<file path="src/cmpc_defines.svh">
// Purpose: Constants for the comparator control and status block
// Assumes: 8-bit special-function register space
// Notes:   Offsets, bit positions and reset values
`ifndef CMPC_DEFINES_SVH
`define CMPC_DEFINES_SVH
`define CMPC_CTRL_ADDR      8'h9b
`define CMPC_MODE_ADDR      8'h9d
`define CMPC_CTRL_RESET     8'h00
`define CMPC_MODE_RESET     8'h02
`define CMPC_MODE_MASK      8'h33
`define CMPC_BIT_EN         7
`define CMPC_BIT_OUT        6
`define CMPC_BIT_RISE       5
`define CMPC_BIT_FALL       4
`define CMPC_HYP_HI         3
`define CMPC_HYP_LO         2
`define CMPC_HYN_HI         1
`define CMPC_HYN_LO         0
`define CMPC_BIT_RIE        5
`define CMPC_BIT_FIE        4
`define CMPC_MD_HI          1
`define CMPC_MD_LO          0
`endif

</file>
<file path="src/cmpc_pkg.sv">
// Purpose: Types for the comparator control and status block
// Assumes: Constants come from cmpc_defines.svh
// Notes:   Hysteresis settings and response modes
package cmpc_pkg;
    typedef enum logic [1:0] {
        CMPC_HYST_OFF = 2'h0,
        CMPC_HYST_5MV = 2'h1,
        CMPC_HYST_10MV = 2'h2,
        CMPC_HYST_20MV = 2'h3
    } cmpc_hyst_t;
    typedef logic [1:0] cmpc_mode_t;
endpackage

</file>
<file path="src/cmpc_top.sv">
// Purpose: Control and status wrapper around an analogue comparator
// Assumes: Byte register port at special-function addresses, single clock
// Notes:   Analogue result arrives asynchronously and is synchronised
`timescale 1ns/100ps
`include "cmpc_defines.svh"

// Notes on behaviour
// - Enable bit 7 turns the comparator on when one, off when zero.
// - While disabled, routed output is low and comparator supply is off.
// - Routed output selectable synchronous or asynchronous; asynchronous path needs no clock.
// - Read-only bit 6 shows synchronised comparator output while enabled; reads zero while disabled.
// - Each rising output transition sets rise flag at bit 5.
// - Each falling output transition sets fall flag at bit 4.
// - Edge flags stay set until software writes zero; hardware never clears.
// - Interrupt can be requested on rising and falling transitions.
// - Rise interrupt enable gates the rise flag onto the interrupt.
// - Fall interrupt enable gates the fall flag onto the interrupt.
// - Bits 3:2 choose positive hysteresis: off, 5, 10, 20 mV.
// - Bits 1:0 choose negative hysteresis: off, 5, 10, 20 mV.
// - Separate mode register selects response time; slower uses less current.
// - Control register at 0x9B, on every page, resets to zero.
module cmpc_top (
    input  wire logic                  clk_i,
    input  wire logic                  rst_b_i,
    input  wire logic [7:0]            sfr_addr_i,
    input  wire logic                  sfr_wr_i,
    input  wire logic [7:0]            sfr_wdata_i,
    output logic      [7:0]            sfr_rdata_o,
    input  wire logic                  cmp_raw_i,
    input  wire logic                  route_async_i,
    output logic                       cmp_pin_sync_o,
    output logic                       cmp_pin_async_o,
    output logic                       cmp_power_o,
    output cmpc_pkg::cmpc_hyst_t       cmp_pos_hysteresis_o,
    output cmpc_pkg::cmpc_hyst_t       cmp_neg_hysteresis_o,
    output cmpc_pkg::cmpc_mode_t       cmp_response_mode_o,
    output logic                       cmp_rise_irq_o,
    output logic                       cmp_fall_irq_o,
    output logic                       cmp_irq_o
);
    import cmpc_pkg::*;

    // Address decode shared by the write strobes and the read mux
    function automatic logic cmpc_addr_hit(input logic [7:0] addr, input logic [7:0] target);
        return addr == target;
    endfunction

    // Flag update: a hardware set wins, a written zero clears, a written one holds
    function automatic logic cmpc_flag_next(
        input logic evt,
        input logic wr,
        input logic wbit,
        input logic cur
    );
        return evt | (wr ? (wbit & cur) : cur);
    endfunction

    logic [7:0] cmp_control_reg;
    logic [7:0] cmp_response_mode_reg;
    logic [7:0] sfr_rdata_reg;
    logic       sync1_reg;
    logic       sync2_reg;
    logic       prev_reg;
    logic       pin_sync_reg;
    logic       rise_irq_reg;
    logic       fall_irq_reg;
    logic       irq_reg;

    // Register selection
    wire logic       ctrl_hit            = cmpc_addr_hit(sfr_addr_i, `CMPC_CTRL_ADDR);
    wire logic       mode_hit            = cmpc_addr_hit(sfr_addr_i, `CMPC_MODE_ADDR);
    wire logic       ctrl_wr             = sfr_wr_i & ctrl_hit;
    wire logic       mode_wr             = sfr_wr_i & mode_hit;

    // Control register fields
    wire logic       cmp_enable          = cmp_control_reg[`CMPC_BIT_EN];
    wire logic       cmp_rise_flag       = cmp_control_reg[`CMPC_BIT_RISE];
    wire logic       cmp_fall_flag       = cmp_control_reg[`CMPC_BIT_FALL];
    wire logic [3:0] cmp_hyst_bits       = cmp_control_reg[`CMPC_HYP_HI:`CMPC_HYN_LO];
    wire logic [1:0] cmp_pos_hyst_bits   = cmp_control_reg[`CMPC_HYP_HI:`CMPC_HYP_LO];
    wire logic [1:0] cmp_neg_hyst_bits   = cmp_control_reg[`CMPC_HYN_HI:`CMPC_HYN_LO];

    // Mode register fields
    wire logic       cmp_rise_irq_enable = cmp_response_mode_reg[`CMPC_BIT_RIE];
    wire logic       cmp_fall_irq_enable = cmp_response_mode_reg[`CMPC_BIT_FIE];
    wire logic [1:0] response_mode_bits  = cmp_response_mode_reg[`CMPC_MD_HI:`CMPC_MD_LO];
    wire logic [7:0] mode_rdata          = cmp_response_mode_reg & `CMPC_MODE_MASK;

    // Write data fields
    wire logic       wr_enable_bit       = sfr_wdata_i[`CMPC_BIT_EN];
    wire logic       wr_rise_bit         = sfr_wdata_i[`CMPC_BIT_RISE];
    wire logic       wr_fall_bit         = sfr_wdata_i[`CMPC_BIT_FALL];
    wire logic [3:0] wr_hyst_bits        = sfr_wdata_i[`CMPC_HYP_HI:`CMPC_HYN_LO];

    // Comparator result and edge detection
    wire logic       cmp_output_state    = cmp_enable & sync2_reg;
    wire logic       rise_evt            = cmp_output_state & ~prev_reg;
    wire logic       fall_evt            = ~cmp_output_state & prev_reg;

    // Next value of the control register
    wire logic       enable_next         = ctrl_wr ? wr_enable_bit : cmp_enable;
    wire logic       rise_next           = cmpc_flag_next(rise_evt, ctrl_wr, wr_rise_bit,
                                                          cmp_rise_flag);
    wire logic       fall_next           = cmpc_flag_next(fall_evt, ctrl_wr, wr_fall_bit,
                                                          cmp_fall_flag);
    wire logic [3:0] hyst_next           = ctrl_wr ? wr_hyst_bits : cmp_hyst_bits;
    wire logic [7:0] ctrl_next           = {
        enable_next,
        cmp_output_state,
        rise_next,
        fall_next,
        hyst_next
    };

    // Read data for the address of this edge
    wire logic [7:0] rdata_next          = ctrl_hit ? ctrl_next :
                                           mode_hit ? mode_rdata :
                                           8'h00;

    // Pin and interrupt next values
    wire logic       pin_sync_next       = cmp_output_state & ~route_async_i;
    wire logic       rise_irq_next       = cmp_rise_flag & cmp_rise_irq_enable;
    wire logic       fall_irq_next       = cmp_fall_flag & cmp_fall_irq_enable;
    wire logic       irq_next            = rise_irq_next | fall_irq_next;

    // Two-stage synchroniser for the analogue result
    always_ff @(posedge clk_i or negedge rst_b_i) begin
        if (!rst_b_i) begin
            sync1_reg <= 1'b0;
            sync2_reg <= 1'b0;
        end else begin
            sync1_reg <= cmp_raw_i;
            sync2_reg <= sync1_reg;
        end
    end

    // Previous output state for edge detection
    always_ff @(posedge clk_i or negedge rst_b_i) begin
        if (!rst_b_i) begin
            prev_reg <= 1'b0;
        end else begin
            prev_reg <= cmp_output_state;
        end
    end

    // Control register
    always_ff @(posedge clk_i or negedge rst_b_i) begin
        if (!rst_b_i) begin
            cmp_control_reg <= `CMPC_CTRL_RESET;
        end else begin
            cmp_control_reg <= ctrl_next;
        end
    end

    // Mode register
    always_ff @(posedge clk_i or negedge rst_b_i) begin
        if (!rst_b_i) begin
            cmp_response_mode_reg <= `CMPC_MODE_RESET;
        end else if (mode_wr) begin
            cmp_response_mode_reg <= sfr_wdata_i & `CMPC_MODE_MASK;
        end
    end

    // Registered read data
    always_ff @(posedge clk_i or negedge rst_b_i) begin
        if (!rst_b_i) begin
            sfr_rdata_reg <= 8'h00;
        end else begin
            sfr_rdata_reg <= rdata_next;
        end
    end

    // Synchronous pin output
    always_ff @(posedge clk_i or negedge rst_b_i) begin
        if (!rst_b_i) begin
            pin_sync_reg <= 1'b0;
        end else begin
            pin_sync_reg <= pin_sync_next;
        end
    end

    // Rise interrupt request
    always_ff @(posedge clk_i or negedge rst_b_i) begin
        if (!rst_b_i) begin
            rise_irq_reg <= 1'b0;
        end else begin
            rise_irq_reg <= rise_irq_next;
        end
    end

    // Fall interrupt request
    always_ff @(posedge clk_i or negedge rst_b_i) begin
        if (!rst_b_i) begin
            fall_irq_reg <= 1'b0;
        end else begin
            fall_irq_reg <= fall_irq_next;
        end
    end

    // Combined interrupt request
    always_ff @(posedge clk_i or negedge rst_b_i) begin
        if (!rst_b_i) begin
            irq_reg <= 1'b0;
        end else begin
            irq_reg <= irq_next;
        end
    end

    // Outputs
    assign sfr_rdata_o          = sfr_rdata_reg;
    assign cmp_pin_sync_o       = pin_sync_reg;
    // Clockless path: enable gates the raw result, works with clock stopped
    assign cmp_pin_async_o      = cmp_enable & route_async_i & cmp_raw_i;
    assign cmp_power_o          = cmp_enable;
    assign cmp_pos_hysteresis_o = cmpc_hyst_t'(cmp_pos_hyst_bits);
    assign cmp_neg_hysteresis_o = cmpc_hyst_t'(cmp_neg_hyst_bits);
    assign cmp_response_mode_o  = response_mode_bits;
    assign cmp_rise_irq_o       = rise_irq_reg;
    assign cmp_fall_irq_o       = fall_irq_reg;
    assign cmp_irq_o            = irq_reg;
endmodule // cmpc_top

</file>
<file path="config.mk">
export PLATFORM = sky130hd
export DESIGN_NAME = cmpc_top
export DESIGN_NICKNAME = d
export VERILOG_FILES = /design/src/cmpc_pkg.sv /design/src/cmpc_top.sv
export VERILOG_INCLUDE_DIRS = /design/src
export SDC_FILE = /design/constraint.sdc
export NUM_CORES = 1
export LEC_CHECK = 0
export BUFFER_PORTS_ARGS = -buffer_cell sky130_fd_sc_hd__clkbuf_2
export CORE_MARGIN = 2
export CORE_UTILIZATION = 51
export CTS_CLUSTER_SIZE = 10
export DETAILED_ROUTE_END_ITERATION = 10
export PLACE_DENSITY = 0.81
export SYNTH_ARGS = -nofsm -noshare
export SYNTH_HDL_FRONTEND = slang
export SYNTH_SLANG_ARGS = --single-unit
</file>
<file path="constraint.sdc">
create_clock -name clk_i -period 2.49 [get_ports clk_i]
set_input_delay 0.498 -clock clk_i [delete_from_list [all_inputs] [get_ports clk_i]]
set_output_delay 0.498 -clock clk_i [all_outputs]
set_load 0.02 [all_outputs]
</file>
==> results of run 1 <==
[worst max-delay path: stages, from the launching register on]
cell	delay [ps]
dfrtp_1	440
and3_1	170
clkbuf_2	160
[final timing paths]
path                                     from  slack (ps)  cells past startpoint                  to
max                        cmp_control_reg[7]         920                      2     cmp_pin_async_o
max reg2reg                cmp_control_reg[7]        1260                      4      sfr_rdata_o[4]
min in group clk_i                  cmp_raw_i         300                      1           sync1_reg
max in group asynchronous             rst_b_i        1920                      1  cmp_control_reg[5]
min reg2reg                         sync1_reg         360                      0           sync2_reg
min                                   rst_b_i         170                      1      sfr_rdata_o[5]
[area by class of cell]
type	instances	area share
Timing Repair Buffer	39	0.149
Sequential cell	26	0.496
Multi-Input combinational cell	49	0.296
Inverter	2	0.00571
Clock buffer	4	0.0276
Tap cell	27	0.0257
[stage by stage]
step                      power, mW  utilization  worst slack [ps]  instances
after floorplan               0.521            -               861         85
after global placement        0.552        0.638               699        143
after detailed placement      0.558        0.638               681        143
after CTS                     0.765        0.656               900        147
after global routing          0.798        0.656               828        147
final                         0.756        0.656               920        147
[cell usage after synthesis]
cell / number
dfrtp_1: 25
nor2_1: 10
mux2_2: 7
buf_4: 6
a22oi_1: 4
mux2_4: 4
mux2i_1: 3
nand2_1: 3
and2_1: 2
and3_1: 2
inv_1: 2
o22ai_1: 2
a21o_1: 1
a22o_1: 1
and2_2: 1
and2_4: 1
and2b_1: 1
and2b_2: 1
and4bb_4: 1
buf_2: 1
buf_6: 1
dfstp_2: 1
nand2b_1: 1
nand4_2: 1
nor2b_1: 1
o21a_1: 1
or2_2: 1
[power groups by stage]
stage                     clock, mW  combinational (mW)  sequential (mW)
after floorplan                   0              0.0581            0.463
after global placement            0              0.0923            0.460
after detailed placement          0              0.0963            0.461
after CTS                     0.215              0.0965            0.453
after global routing          0.239               0.104            0.455
final                         0.207              0.0959            0.453
[cell families after synthesis]
group | Yosys count
AOI/OAI and AO/OA | 9
buffers and inverters | 10
DFF | 26
muxes | 14
and+or+nand+nor | 26
[layer usage]
metal	global-route usage	up-vias
met2	0.305	33
met5	0	-
met1	0.216	362
met4	0.0856	0
li1	-	363
met3	0.0268	2
==> results.toml, run 1 <==
[outcome]
outcome = "finished clean"

[detailed_routing]
top_layer_used = "met4"
wl_met3_um = 129
firstDrtPassIters = 4
ant_nets = 0
vias = 760
met1Wirelength_um = 842
drc = 0
routed_wl_um = 1970
routed_via_density = 5.17
wl_per_cell_um = 13.4
drt-initial-drc-count = 2
wl_met2_um = 975

[cells_and_area]
diodes = 0
area_growth_pct = 18.4
mostFrequentLayoutCell = "clkbuf_2"
fill_cells = 161
regArea_um2 = 652
multi_input_area_um2 = 389
layout_common_cells = "clkbuf_2 (39), dfrtp_1 (25), nor2_1 (10), mux2_2 (7)"
layout.nets = 142
drive_gt1_frac = 0.508
stdcell_area_um2 = 1310

[cts]
clock_sinks = 26
postCtsHoldBufs = 0
cts_made_buffers = 3
clk_pin_slew_ps = 140
post_cts_buffers = 0
cts.path.max_buffers = 2
cts-resized-gates = 0
tritoncts = "yes"
cts_root_buf = "clkbuf_4"
htree_num_levels = 1
clock_latency_ps = 310

[synthesis]
syn_avg_cell_area_um2 = 13.1
synth.distinct_cells = 27
yosysTopAreaCell = "dfrtp_1"
synth_area_um2 = 1110
synth_adder_area_share = 0
synth_area_leaders = "dfrtp_1 (56%), mux2_2 (7.1%), mux2_4 (5.4%)"
netlist_instances = 85
ys_seq_elements = 26
synth_mux_area_frac = 0.152
yosys.area_share.simple = 0.139
synth_top_family_by_area = "multiplexers"
synth_nets = 106
ys_seq_area_frac = 0.587
synth_compound_area_frac = 0.0598
synth_warnings = 0
synth_xor_area_frac = 0
synth_top_area_frac = 0.564

[timing]
slew_headroom = 0.591
drv_slew = 0
timing.setup.tns_ps = 0
rsz0062_at_grt = "false"
tightestPinTransition_ps = 614
clock_skew_ps = 4.89
final.period_utilization = 0.631
final-hold-violation-count = 0
max_freq_mhz = 637
holdWs_ps = 169
finalSetupViolations = 0
period_minus_slack_ps = 1570

[worst_setup_path]
crit_path_end_kind = "output pin"
startpoint_type = "flip-flop"
crit_type = "reg -> out"
required_ps = 1990
path_max_fanout = 5
arrival_ps = 1070

[placed_design]
gp_congestion = 0.763
place_hpwl_um = 1490
port_buffers = 39
post_dp_cell_area_um2 = 1280

[floorplanning]
dieArea_um2 = 2570
pin_count = 41
core_area_um2 = 2000
die_h_um = 50.7
row_count = 16
initial_core_util = 0.554
dieWidth_um = 50.7

[pwr]
power_density_nw_per_um2 = 576
power.leakage_nw = 0.731
clkPwrFrac = 0.274
peakVddDrop_v = 0.000408
switchingPower_mw = 0.179
cell_internal_pwr_mw = 0.577
power_switching_share = 0.236
p_seq_frac = 0.599
power_frac_comb = 0.127

[global_routing]
grt_overflow = 0
antenna_found_initial = 0
grt_pass1_vias = 789
grt_first_pass_wirelength_um = 3370
track_usage = 0.177
grt_max_degree = 27

[worst_hold_path]
worstHoldPathType = "in -> async"

[run]
maxCapViolations = 0
Power figures use the tool's default switching activity.
==> inputs of run 2 (changes only) <==
- CORE_UTILIZATION: 51 -> 43
- PLACE_DENSITY: 0.81 -> 0.73
- clock period: 2.49 -> 1.34 ns (I/O delays scaled with it)
==> results.toml, run 2 (synthesis results as in run 1) <==
[worst_setup_path]
crit_path_end_kind = "output pin"
critPathLaunch = "cmp_control_reg[7]"
critPathSlowestCell = "dfrtp_1"
startpoint_type = "flip-flop"
r2r-start = "cmp_control_reg[7]"
worstReg2RegEnd = "sfr_rdata_o[4]"
required_ps = 1070
crit_type = "reg -> out"
regToRegSetupSlack_ps = 180
crit_chain = "and3_4 > buf_6"
path_max_fanout = 3
critPathBufInv = 1
slowest_delay_ps = 420
critPathTopFamily = "flip-flops"
arrival_ps = 1030
rr_worst_depth = 5

[cells_and_area]
layout_common_cells = "clkbuf_2 (37), dfrtp_1 (25), nor2_1 (10), buf_4 (9), mux2_2 (7)"
drive_gt1_frac = 0.546
mostFrequentLayoutCell = "clkbuf_2"
layout.nets = 152
regArea_um2 = 652
multi_input_area_um2 = 394
area_growth_pct = 26.7
fill_cells = 219
diodes = 0
final_util = 0.573

[global_routing]
grt_first_pass_wirelength_um = 3310
grt_overflow = 0
track_usage = 0.162
grt_pass1_vias = 765
grt_max_degree = 27
antenna_found_initial = 0

[timing]
finalSetupViolations = 0
tightestPinTransition_ps = 610
max_freq_mhz = 768
rsz0062_at_grt = "true"
slew_headroom = 0.593
period_minus_slack_ps = 1300
drv_slew = 0
clock_skew_ps = 1.86
timing.setup.tns_ps = 0
final.period_utilization = 0.972
final-hold-violation-count = 0

[cts]
tritoncts = "yes"
clk_pin_slew_ps = 130
htree_num_levels = 1
cts_made_buffers = 3
clock_latency_ps = 310
cts.path.max_buffers = 2
clock_sinks = 26
cts_root_buf = "clkbuf_4"

[detailed_routing]
drt-initial-drc-count = 12
drc = 0
vias = 780
ant_nets = 0
wl_per_cell_um = 13.1
routed_via_density = 4.88
firstDrtPassIters = 4
routed_wl_um = 2090

[pwr]
peakVddDrop_v = 0.000643
power.leakage_nw = 0.782
p_total_mw = 1.43
power_density_nw_per_um2 = 1020

[worst_hold_path]
worstHoldPathType = "in -> reg"
hold_depth = 1
holdPathEnd = "sync1_reg"
holdCritStartpoint = "cmp_raw_i"

[placed_design]
port_buffers = 39
gp_congestion = 0.760
place_hpwl_um = 1560

[floorplanning]
dieWidth_um = 54.8
core_area_um2 = 2450
pin_count = 41
dieArea_um2 = 3000
row_count = 18
initial_core_util = 0.452
die_h_um = 54.8

[outcome]
outcome = "finished clean"

[run]
maxCapViolations = 0
## run 2: changes by cell type in the layout (fill, tap and decap cells not counted), sizes merged
cell,delta
buf,+11
clkbuf,-2
dlygate4sd3,+1
## run 2: cell type report
class	instances	area share
well taps	30	0.0267
clock buffers	4	0.0258
flip-flops and latches	26	0.464
repair buffers	49	0.198
inverters	2	0.00534
multi-input cells	49	0.280
## run 2: metrics by stage
| step | hold WS (ps) | instances | instance area (µm²) | worst slack (ps) |
|---|---|---|---|---|
| 4_1_cts | 54.1 | 158 | 1380 | 6.75 |
| 3_5_place_dp | 312 | 152 | 1330 | -233 |
| 2_1_floorplan | -27.6 | 85 | 1110 | -59.0 |
| 6_report | 65.6 | 160 | 1410 | 38.0 |
| 3_3_place_gp | 303 | 152 | 1330 | -188 |
| 5_1_grt | 43.2 | 160 | 1410 | -20.1 |
## run 2: worst max-delay path by stage
stage / to / cells after the start
finish: cmp_pin_async_o / 2
global route: cmp_pin_async_o / 2
CTS: cmp_response_mode_o[1] / 1
detailed placement: cmp_response_mode_reg[5] / 5
global placement: cmp_response_mode_reg[0] / 5
floorplan: cmp_response_mode_reg[0] / 5
## run 2: timing repair
| item | 4_1_cts | 5_1_grt |
|---|---|---|
| hold buffers | 1 | 0 |
| setup buffers | 1 | 2 |
| pin swaps | 0 | 1 |
| gates resized for setup | 0 | 5 |
| endpoints found under the hold margin | 25 | 0 |
| endpoints found under the setup margin | 1 | 2 |
## run 2: where the power goes
group / internal (mW) / switching, mW / leakage (nW) / total [mW]
logic: 0.104 / 0.0963 / 0.415 / 0.200
registers: 0.820 / 0.0217 / 0.346 / 0.842
clock network: 0.166 / 0.220 / 0.0210 / 0.386
total: 1.09 / 0.338 / 0.782 / 1.43
## run 2: per-layer routing
layer	vias up	GRT usage	wire, µm
met1	368	0.210	885
li1	375	-	-
met5	-	0	0
met3	4	0.0328	143
met4	0	0.0625	27
met2	33	0.264	1030
